--- src/smrr_pkg.sv ---
/*
 * Constants for the supply monitor and reference register bank: offsets,
 * field positions, reset values, codes and timing counts.
 * Assumes a 40 MHz system clock and 8-bit byte addresses on a 32-bit register port.
 */
package smrr_pkg;

	// ------------------------------------------------------------
	// Clock and timing
	// ------------------------------------------------------------
	localparam int unsigned CLK_PERIOD_PS    = 25000;
	localparam int unsigned SYNC_NS          = 75;
	localparam int unsigned SYNC_CYCLES      = (SYNC_NS * 1000 + CLK_PERIOD_PS - 1) / CLK_PERIOD_PS;
	localparam int unsigned CLK_START_NS     = 200;
	localparam int unsigned CLK_START_CYCLES =
		(CLK_START_NS * 1000 + CLK_PERIOD_PS - 1) / CLK_PERIOD_PS;
	localparam int unsigned CLK_STOP_NS      = 100;
	localparam int unsigned CLK_STOP_CYCLES  =
		(CLK_STOP_NS * 1000 + CLK_PERIOD_PS - 1) / CLK_PERIOD_PS;

	// ------------------------------------------------------------
	// Register offsets
	// ------------------------------------------------------------
	localparam logic [7:0] OFS_LOOP_SYNC = 8'h30;
	localparam logic [7:0] OFS_MON_CTRL  = 8'h34;
	localparam logic [7:0] OFS_REF_CTRL  = 8'h40;
	localparam logic [7:0] OFS_IRQ_STAT  = 8'h60;
	localparam logic [7:0] OFS_IRQ_MASK  = 8'h64;
	localparam logic [7:0] OFS_SYNC_STAT = 8'h68;

	// ------------------------------------------------------------
	// Field positions
	// ------------------------------------------------------------
	localparam int unsigned REFRESH_BIT   = 7;
	localparam int unsigned MON_LEVEL_LSB = 16;
	localparam int unsigned MON_PSEL_LSB  = 12;
	localparam int unsigned MON_CEN_BIT   = 9;
	localparam int unsigned MON_MODE_BIT  = 8;
	localparam int unsigned MON_STBY_BIT  = 6;
	localparam int unsigned MON_ACT_LSB   = 3;
	localparam int unsigned MON_THRESHOLD_HYSTERESIS_BIT  = 2;
	localparam int unsigned MON_EN_BIT    = 1;
	localparam int unsigned REF_TRIM_LSB  = 16;
	localparam int unsigned REF_BG_BIT    = 2;
	localparam int unsigned REF_TS_BIT    = 1;
	localparam int unsigned IRQ_LOOP_RDY  = 0;
	localparam int unsigned IRQ_SYNC_DONE = 1;
	localparam int unsigned IRQ_UNDERVOLT = 2;

	// ------------------------------------------------------------
	// Codes and reset values
	// ------------------------------------------------------------
	localparam logic [1:0] ACT_NONE  = 2'h0;
	localparam logic [1:0] ACT_RESET = 2'h1;
	localparam logic [1:0] ACT_IRQ   = 2'h2;
	localparam logic [3:0] PSEL_RST  = 4'h0;
	localparam logic [2:0] MASK_RST  = 3'h0;

	typedef enum logic [3:0] {
		CLK_OFF   = 4'b0001,
		CLK_START = 4'b0010,
		CLK_ON    = 4'b0100,
		CLK_STOP  = 4'b1000
	} smrr_clk_e;

endpackage

--- src/smrr_prescaler.sv ---
/*
 * Sampling prescaler: counts edges of the slow oscillator and emits one
 * system-clock tick every 2^(code+1) oscillator periods.
 * Assumes the oscillator input is asynchronous to the system clock.
 */
`timescale 1ns/1ps
module smrr_prescaler (
	// Clock and reset
	input  wire logic       i_clk,
	input  wire logic       i_rstn,
	// Control
	input  wire logic       i_run,
	input  wire logic [3:0] i_psel,
	// Slow oscillator
	input  wire logic       i_osc_1k,
	// Sample tick
	output logic            o_tick
);
	import smrr_pkg::*;

	typedef struct packed {
		logic        s1;
		logic        s2;
		logic        s3;
		logic [15:0] cnt;
		logic        tick;
	} smrr_pre_s;

	smrr_pre_s state_q;
	smrr_pre_s state_d;
	logic      edge_seen;
	logic [15:0] mask;

	function automatic logic [15:0] div_mask(input logic [3:0] c);
		div_mask = 16'((17'h1 << (5'(c) + 5'h1)) - 17'h1);
	endfunction

	assign edge_seen = state_q.s2 & ~state_q.s3;
	assign mask      = div_mask(i_psel);

	always_comb begin
		state_d      = state_q;
		state_d.s1   = i_osc_1k;
		state_d.s2   = state_q.s1;
		state_d.s3   = state_q.s2;
		state_d.tick = 1'b0;
		if (!i_run) begin
			state_d.cnt = 16'h0000;
		end else if (edge_seen) begin
			state_d.cnt  = state_q.cnt + 16'h0001;
			state_d.tick = (state_q.cnt & mask) == mask;
		end
	end

	always_ff @(posedge i_clk or negedge i_rstn) begin
		if (!i_rstn) begin
			state_q <= '0;
		end else begin
			state_q <= state_d;
		end
	end

	assign o_tick = state_q.tick;
endmodule

--- src/smrr_top.sv ---
/*
 * Register bank for the loop refresh request, the supply monitor control
 * and the voltage reference control, with interrupt status and mask.
 * Assumes a single-cycle register port on the system clock, an analog
 * comparator output and slow oscillator that are asynchronous, and
 * nonvolatile values valid at reset release.
 */
`timescale 1ns/1ps
// Operation
// - Writing one to bit 7 in closed loop requests a loop value refresh.
// - Reserved bits of all three registers read back as zero.
// - Level, action, hysteresis and enable load from nonvolatile row at startup.
// - Prescaler code divides the sampling clock by two to code plus one.
// - The prescaler counts the slow oscillator's 1kHz output.
// - Clock-enable readback is one while running stable or still stopping.
// - Writing clock-enable zero stops the sampling clock, one starts it.
// - Mode bit selects continuous or prescaled sampling operation.
// - Keep-in-standby zero disables the monitor during standby.
// - Action field selects nothing, reset or interrupt on under-voltage.
// - Hysteresis bit applies hysteresis to the threshold comparison.
// - Enable bit turns the supply monitor on or off.
// - Bandgap trim loads from the nonvolatile calibration row at startup.
// - Bandgap-to-ADC bit routes the bandgap output to an ADC channel.
// - Temperature-sensor bit enables the sensor and routes it to the ADC.
module smrr_top (
	// Clock and reset
	input  wire logic        i_clk,
	input  wire logic        i_rstn,
	// Register port
	input  wire logic [7:0]  i_addr,
	input  wire logic [31:0] i_wdata,
	input  wire logic        i_wr,
	input  wire logic        i_rd,
	output logic      [31:0] o_rdata,
	// Frequency locked loop
	input  wire logic        i_loop_closed,
	input  wire logic        i_loop_ready,
	output logic             o_value_refresh_req,
	// Nonvolatile startup values
	input  wire logic [5:0]  i_nv_level,
	input  wire logic [1:0]  i_nv_action,
	input  wire logic        i_nv_threshold_hysteresis,
	input  wire logic        i_nv_enable,
	input  wire logic [10:0] i_nv_trim,
	// Supply monitor
	input  wire logic        i_osc_1k,
	input  wire logic        i_standby,
	input  wire logic        i_supply_low,
	output logic             o_mon_enable,
	output logic      [5:0]  o_mon_level,
	output logic             o_mon_threshold_hysteresis,
	output logic             o_mon_sampling,
	output logic             o_mon_sample_strobe,
	output logic             o_mon_reset_req,
	// Voltage reference
	output logic      [10:0] o_bg_trim,
	output logic             o_bg_to_adc,
	output logic             o_temp_sensor_on,
	// Interrupt
	output logic             o_irq
);
	import smrr_pkg::*;

	// ------------------------------------------------------------
	// State
	// ------------------------------------------------------------
	typedef struct packed {
		logic [31:0] rdata;
		logic        refresh;
		logic        loaded;
		logic [5:0]  lvl;
		logic [3:0]  psel;
		logic        sample_clock_on;
		logic        mode;
		logic        stby;
		logic [1:0]  act;
		logic        threshold_hysteresis;
		logic        en;
		logic [10:0] trim;
		logic        bg;
		logic        ts;
		logic [2:0]  stat;
		logic [2:0]  mask;
		logic        busy;
		logic [1:0]  sync_cnt;
		logic [5:0]  a_lvl;
		logic [3:0]  a_psel;
		logic        a_cen;
		logic        a_mode;
		logic        a_stby;
		logic [1:0]  a_act;
		logic        a_threshold_hysteresis;
		logic        a_en;
		smrr_clk_e   clk;
		logic [3:0]  clk_cnt;
		logic        low_s1;
		logic        low_s2;
		logic        ready_prev;
		logic        mon_en;
		logic        strobe;
		logic        rst_req;
		logic        irq;
	} smrr_state_s;

	smrr_state_s state_q;
	smrr_state_s state_d;
	logic        tick;
	logic        eff_en;
	logic        evaluate;
	logic        below;

	function automatic logic hit(input logic [7:0] a, input logic [7:0] ofs);
		hit = (a == ofs);
	endfunction

	// ------------------------------------------------------------
	// Sampling prescaler
	// ------------------------------------------------------------
	smrr_prescaler u_prescaler (
		.i_clk    (i_clk),
		.i_rstn   (i_rstn),
		.i_run    (state_q.clk != CLK_OFF),
		.i_psel   (state_q.a_psel),
		.i_osc_1k (i_osc_1k),
		.o_tick   (tick)
	);

	// In sampling mode the comparator is only trusted when the sampling clock ticks, so a
	// sampling monitor with a stopped clock never raises an action.
	assign eff_en   = state_q.a_en & ~(i_standby & ~state_q.a_stby);
	assign evaluate = ~state_q.a_mode | (tick & (state_q.clk == CLK_ON));
	assign below    = state_q.low_s2 & eff_en & evaluate;

	// ------------------------------------------------------------
	// Next state
	// ------------------------------------------------------------
	always_comb begin
		logic [2:0] set;
		logic [2:0] clr;
		set                = 3'h0;
		clr                = 3'h0;
		state_d            = state_q;
		state_d.rdata      = 32'h0000_0000;
		state_d.refresh    = 1'b0;
		state_d.low_s1     = i_supply_low;
		state_d.low_s2     = state_q.low_s1;
		state_d.ready_prev = i_loop_ready;

		if (!state_q.loaded) begin
			state_d.loaded = 1'b1;
			state_d.lvl    = i_nv_level;
			state_d.act    = i_nv_action;
			state_d.threshold_hysteresis   = i_nv_threshold_hysteresis;
			state_d.en     = i_nv_enable;
			state_d.a_lvl  = i_nv_level;
			state_d.a_act  = i_nv_action;
			state_d.a_threshold_hysteresis = i_nv_threshold_hysteresis;
			state_d.a_en   = i_nv_enable;
			state_d.trim   = i_nv_trim;
		end else if (i_wr) begin
			if (hit(i_addr, OFS_LOOP_SYNC)) begin
				state_d.refresh = i_wdata[REFRESH_BIT] & i_loop_closed;
			end
			if (hit(i_addr, OFS_MON_CTRL) && !state_q.busy) begin
				state_d.lvl      = i_wdata[MON_LEVEL_LSB +: 6];
				state_d.psel     = i_wdata[MON_PSEL_LSB +: 4];
				state_d.sample_clock_on      = i_wdata[MON_CEN_BIT];
				state_d.mode     = i_wdata[MON_MODE_BIT];
				state_d.stby     = i_wdata[MON_STBY_BIT];
				state_d.act      = i_wdata[MON_ACT_LSB +: 2];
				state_d.threshold_hysteresis     = i_wdata[MON_THRESHOLD_HYSTERESIS_BIT];
				state_d.en       = i_wdata[MON_EN_BIT];
				state_d.busy     = 1'b1;
				state_d.sync_cnt = 2'(SYNC_CYCLES - 1);
			end
			if (hit(i_addr, OFS_REF_CTRL)) begin
				state_d.trim = i_wdata[REF_TRIM_LSB +: 11];
				state_d.bg   = i_wdata[REF_BG_BIT];
				state_d.ts   = i_wdata[REF_TS_BIT];
			end
			if (hit(i_addr, OFS_IRQ_MASK)) begin
				state_d.mask = i_wdata[2:0];
			end
		end

		// Monitor fields take effect only when the write has crossed over.
		if (state_q.busy) begin
			if (state_q.sync_cnt == 2'h0) begin
				state_d.busy   = 1'b0;
				state_d.a_lvl  = state_q.lvl;
				state_d.a_psel = state_q.psel;
				state_d.a_cen  = state_q.sample_clock_on;
				state_d.a_mode = state_q.mode;
				state_d.a_stby = state_q.stby;
				state_d.a_act  = state_q.act;
				state_d.a_threshold_hysteresis = state_q.threshold_hysteresis;
				state_d.a_en   = state_q.en;
				set[IRQ_SYNC_DONE] = 1'b1;
			end else begin
				state_d.sync_cnt = state_q.sync_cnt - 2'h1;
			end
		end

		// Sampling clock start and stop.
		unique case (state_q.clk)
			CLK_OFF: begin
				if (state_q.a_cen) begin
					state_d.clk     = CLK_START;
					state_d.clk_cnt = 4'(CLK_START_CYCLES - 1);
				end
			end
			CLK_START: begin
				if (!state_q.a_cen) begin
					state_d.clk = CLK_OFF;
				end else if (state_q.clk_cnt == 4'h0) begin
					state_d.clk = CLK_ON;
				end else begin
					state_d.clk_cnt = state_q.clk_cnt - 4'h1;
				end
			end
			CLK_ON: begin
				if (!state_q.a_cen) begin
					state_d.clk     = CLK_STOP;
					state_d.clk_cnt = 4'(CLK_STOP_CYCLES - 1);
				end
			end
			CLK_STOP: begin
				if (state_q.a_cen) begin
					state_d.clk = CLK_ON;
				end else if (state_q.clk_cnt == 4'h0) begin
					state_d.clk = CLK_OFF;
				end else begin
					state_d.clk_cnt = state_q.clk_cnt - 4'h1;
				end
			end
			default: begin
				state_d.clk = CLK_OFF;
			end
		endcase

		// Monitor outputs.
		state_d.mon_en  = eff_en;
		state_d.strobe  = state_q.a_mode & tick & (state_q.clk == CLK_ON);
		state_d.rst_req = below & (state_q.a_act == ACT_RESET);
		set[IRQ_UNDERVOLT] = below & (state_q.a_act == ACT_IRQ);
		set[IRQ_LOOP_RDY]  = i_loop_ready & ~state_q.ready_prev;

		// Reads; reserved bits stay zero.
		if (i_rd) begin
			if (hit(i_addr, OFS_MON_CTRL)) begin
				state_d.rdata[MON_LEVEL_LSB +: 6] = state_q.lvl;
				state_d.rdata[MON_PSEL_LSB +: 4]  = state_q.psel;
				state_d.rdata[MON_CEN_BIT]  = (state_q.clk == CLK_ON) |
					(state_q.clk == CLK_STOP);
				state_d.rdata[MON_MODE_BIT] = state_q.mode;
				state_d.rdata[MON_STBY_BIT] = state_q.stby;
				state_d.rdata[MON_ACT_LSB +: 2] = state_q.act;
				state_d.rdata[MON_THRESHOLD_HYSTERESIS_BIT] = state_q.threshold_hysteresis;
				state_d.rdata[MON_EN_BIT]   = state_q.en;
			end
			if (hit(i_addr, OFS_REF_CTRL)) begin
				state_d.rdata[REF_TRIM_LSB +: 11] = state_q.trim;
				state_d.rdata[REF_BG_BIT]         = state_q.bg;
				state_d.rdata[REF_TS_BIT]         = state_q.ts;
			end
			if (hit(i_addr, OFS_IRQ_STAT)) begin
				state_d.rdata[2:0] = state_q.stat;
				clr                = state_q.stat;
			end
			if (hit(i_addr, OFS_IRQ_MASK)) begin
				state_d.rdata[2:0] = state_q.mask;
			end
			if (hit(i_addr, OFS_SYNC_STAT)) begin
				state_d.rdata[0] = state_q.busy;
			end
		end

		// An event in the clearing read's cycle survives the clear.
		state_d.stat = (state_q.stat & ~clr) | set;
		state_d.irq  = |(state_d.stat & state_d.mask);
	end

	always_ff @(posedge i_clk or negedge i_rstn) begin
		if (!i_rstn) begin
			state_q      <= '0;
			state_q.psel <= PSEL_RST;
			state_q.mask <= MASK_RST;
			state_q.act  <= ACT_NONE;
			state_q.clk  <= CLK_OFF;
		end else begin
			state_q <= state_d;
		end
	end

	// ------------------------------------------------------------
	// Outputs
	// ------------------------------------------------------------
	assign o_rdata             = state_q.rdata;
	assign o_value_refresh_req = state_q.refresh;
	assign o_mon_enable        = state_q.mon_en;
	assign o_mon_level         = state_q.a_lvl;
	assign o_mon_threshold_hysteresis          = state_q.a_threshold_hysteresis;
	assign o_mon_sampling      = state_q.a_mode;
	assign o_mon_sample_strobe = state_q.strobe;
	assign o_mon_reset_req     = state_q.rst_req;
	assign o_bg_trim           = state_q.trim;
	assign o_bg_to_adc         = state_q.bg;
	assign o_temp_sensor_on    = state_q.ts;
	assign o_irq               = state_q.irq;
endmodule

--- config.mk ---
export PLATFORM = sky130hd
export DESIGN_NAME = smrr_top
export DESIGN_NICKNAME = d
export VERILOG_FILES = /design/src/smrr_pkg.sv /design/src/smrr_prescaler.sv /design/src/smrr_top.sv
export SDC_FILE = /design/constraint.sdc
export NUM_CORES = 1
export LEC_CHECK = 0
export BUFFER_PORTS_ARGS = -buffer_cell sky130_fd_sc_hd__buf_4
export CAP_MARGIN = 20
export CORE_AREA = 4 4 143 145
export CTS_CLUSTER_DIAMETER = 100
export CTS_CLUSTER_SIZE = 24
export DETAILED_ROUTE_END_ITERATION = 10
export DIE_AREA = 0 0 147 149
export SLEW_MARGIN = 0
export SYNTH_ARGS = -nofsm -noshare
export SYNTH_HDL_FRONTEND = slang
export SYNTH_SLANG_ARGS = --single-unit
--- constraint.sdc ---
create_clock -name i_clk -period 6.6 [get_ports i_clk]
set_clock_uncertainty 0.1 [all_clocks]
set_input_delay 0.99 -clock i_clk [delete_from_list [all_inputs] [get_ports i_clk]]
set_output_delay 0.99 -clock i_clk [all_outputs]
set_load 0.01 [all_outputs]
==> impl_metrics.tcl <==
set metrics [dict create \
    fill_cells 1909 \
    hpwlAfterDp_mm 9.47 \
    worstHoldStart "u_prescaler.state_d[18]" \
    endpoint_kind "flop" \
    ys_warn_count 0 \
    synth_edf_count 0 \
    rsz0062_at_grt "false" \
    dr.max_layer_used "met4" \
    mostFrequentLayoutCells "buf_4, dfrtp_1, nor2_1, nand2_1, a21oi_1" \
    cap_violations 0 \
    relSlewSlack 0.499 \
    critPathMaxFanout 13 \
    fp.dieH_um 149 \
    root_buffer "clkbuf_16" \
    grt_pass1_vias 4103 \
    ctsHoldBuffers 0 \
    crit_top_cell "buf_4" \
    cts_tree "built" \
    ys_ff_latch 116 \
    nets 677 \
    ys_seq_area_frac 0.509 \
    r2r-start "state_q[23]" \
    drc 0 \
    grt_usage 0.129 \
    final.setup.tns_ns 0 \
    syn-mean-instance-area_um2 10.6 \
    fmax_mhz 320 \
    clkLatencyLatePin_ns 0.41 \
    cts.path.max_buffers 2 \
    firstDrtPassIters 4 \
    gp_congestion 0.773 \
    rr_worst_depth 8 \
    drtAntennaViolNets 0 \
    hp-class "flop to flop" \
    crit_end "state_q[60]" \
    vias_per_cell 4.62 \
    cp_slowest_cell "and3_1" \
    grt_max_degree 75 \
    via_count 4062 \
    numCtsBuffers 17 \
    grt_overflow_total 0 \
    num_rows 51 \
    fin_crit_sh 0.473 \
    fin_cells 880 \
    netlist_instances 539 \
    first_iter_violations 184 \
    power.density_nw_per_um2 256 \
    dp_cells 849 \
    cts_resized 0 \
    worstPathCellList "buf_4, nor3_1, and3_1, and4_1, buf_4, mux2_2" \
    drive_gt1_frac 0.296 \
    wl_per_cell_um 15.5 \
    final_hold_viol_count 0 \
    finalWirelength_mm 13.6 \
    synth_ff_type "dfrtp_1" \
    r2r_setup_slack_ns 3.71 \
    drv_slew 0 \
    ys_types 66 \
    path_class "input port to flop" \
    required_ns 6.79 \
    dieArea_um2 21900 \
    regToRegEndpoint "u_prescaler.o_tick" \
    start_util 0.297 \
    cp-start-kind "input port" \
    outcome "completed" \
    cts.reportedPaths.clkPinSlew_ns 0.05 \
    cpPeakStageDelay_ns 0.66 \
    synth_area_um2 5710 \
    dr_wl_met2_mm 6.48 \
    p_leak_nw 3.33 \
    ir_drop_mv 0.167 \
    pin_count 128 \
    grt_pass1_wl_mm 22.0 \
    htreeDepth 4 \
    layout_min_cycle_time_ns 3.12 \
    area_growth_pct 23.3 \
    clock_sinks 116 \
    coreArea_um2 19200 \
    port_buffers 110 \
    die_w_um 147 \
    wl_met3_um 660 \
    m1WireLength_mm 6.02 \
    antenna_cells 0 \
    crit_arrival_ns 3.32 \
    async_flop_share 1.00 \
    postCtsSetupRepairBufs 0 \
    tightest_slew_ns 0.747 \
    critPathLaunch "i_addr[1]" \
    finalSetupViolations 0 \
    antenna_found_initial 0 \
]
[routing by layer]
layer	global-route usage	vias up
li1	-	1963
met1	0.161	1984
met2	0.206	92
met3	0.0371	23
met4	0.0620	0
met5	0	-
[metrics by stage]
stage	hold WS, ns	total power, mW	area, µm²	setup slack, ns	utilization
floorplan	0.231	0.827	5740	4.18	-
global placement	0.235	0.890	6420	3.05	0.334
detailed placement	0.236	0.892	6420	3.02	0.334
CTS	0.248	1.83	7010	3.46	0.365
global route	0.255	1.87	7040	3.29	0.367
finish	0.246	1.80	7040	3.48	0.367
[worst max-delay path: cells and delay by family]
kind,cells,cell delay (ns)
buffers and inverters,2,0.43
and+or+nand+nor,3,1.54
muxes,1,0.35
[where the power goes]
| part | switching [mW] | internal [mW] | total (mW) |
|---|---|---|---|
| registers | 0.0186 | 0.737 | 0.756 |
| clock network | 0.323 | 0.600 | 0.922 |
| logic | 0.0609 | 0.0609 | 0.122 |
[cell usage after synthesis (4+ instances only)]
master	count	area, µm²
mux2i_1	15	150
a21oi_1	34	170
clkbuf_1	14	52.6
o21ai_0	28	140
xnor2_1	6	52.6
buf_4	53	398
nor3b_1	4	30.0
nor2b_1	14	87.6
xor2_1	11	96.3
and2_1	5	31.3
nand3_1	9	45.0
nand2_1	35	131
inv_1	10	37.5
buf_2	10	50.1
dfrtp_1	115	2880
a22o_1	7	61.3
mux2_2	16	180
and3_1	19	119
and4_1	5	43.8
nor3_1	6	30.0
a221o_1	11	110
nor2_1	42	158
[state kept, by name, indices dropped and copies added (netlist names), 2 cells and up]
register / count
o_bg_trim: 11
o_mon_level: 6
o_rdata: 23
state_q: 46
u_prescaler.state_d: 2
u_prescaler.state_q: 17
[cells by family (layout without fill, tap and decap cells)]
family / after synthesis / count (layout) / synth area share
xor gates and xnor gates: 17 / 17 / 0.0261
other: 2 / 11 / 0.00132
adders and majority gates: 3 / 3 / 0.00658
DFF: 116 / 116 / 0.509
buffers and inverters: 89 / 156 / 0.0982
and+or+nand+nor: 173 / 173 / 0.175
AOI/OAI and AO/OA: 107 / 107 / 0.123
muxes: 32 / 32 / 0.0605
[final cells by class]
class                   instances  area, µm²  share of cell area
well taps                     265        332              0.0471
multi-input cells             343       2280               0.324
flip-flops and latches        116       2900               0.412
clock buffers                  22        494              0.0702
inverters                      10       37.5             0.00533
repair buffers                116        891               0.127
clock inverters                 8        100              0.0142
[how the worst min path moves through the flow]
stage,end,slack [ns],cells after the start
6_report,u_prescaler.state_d[17],0.25,0
5_1_grt,state_q[5],0.25,0
4_1_cts,u_prescaler.state_d[17],0.25,0
3_5_place_dp,u_prescaler.state_d[17],0.24,0
3_3_place_gp,state_q[5],0.23,0
2_1_floorplan,state_q[5],0.23,0
Power figures use the tool's default switching activity.
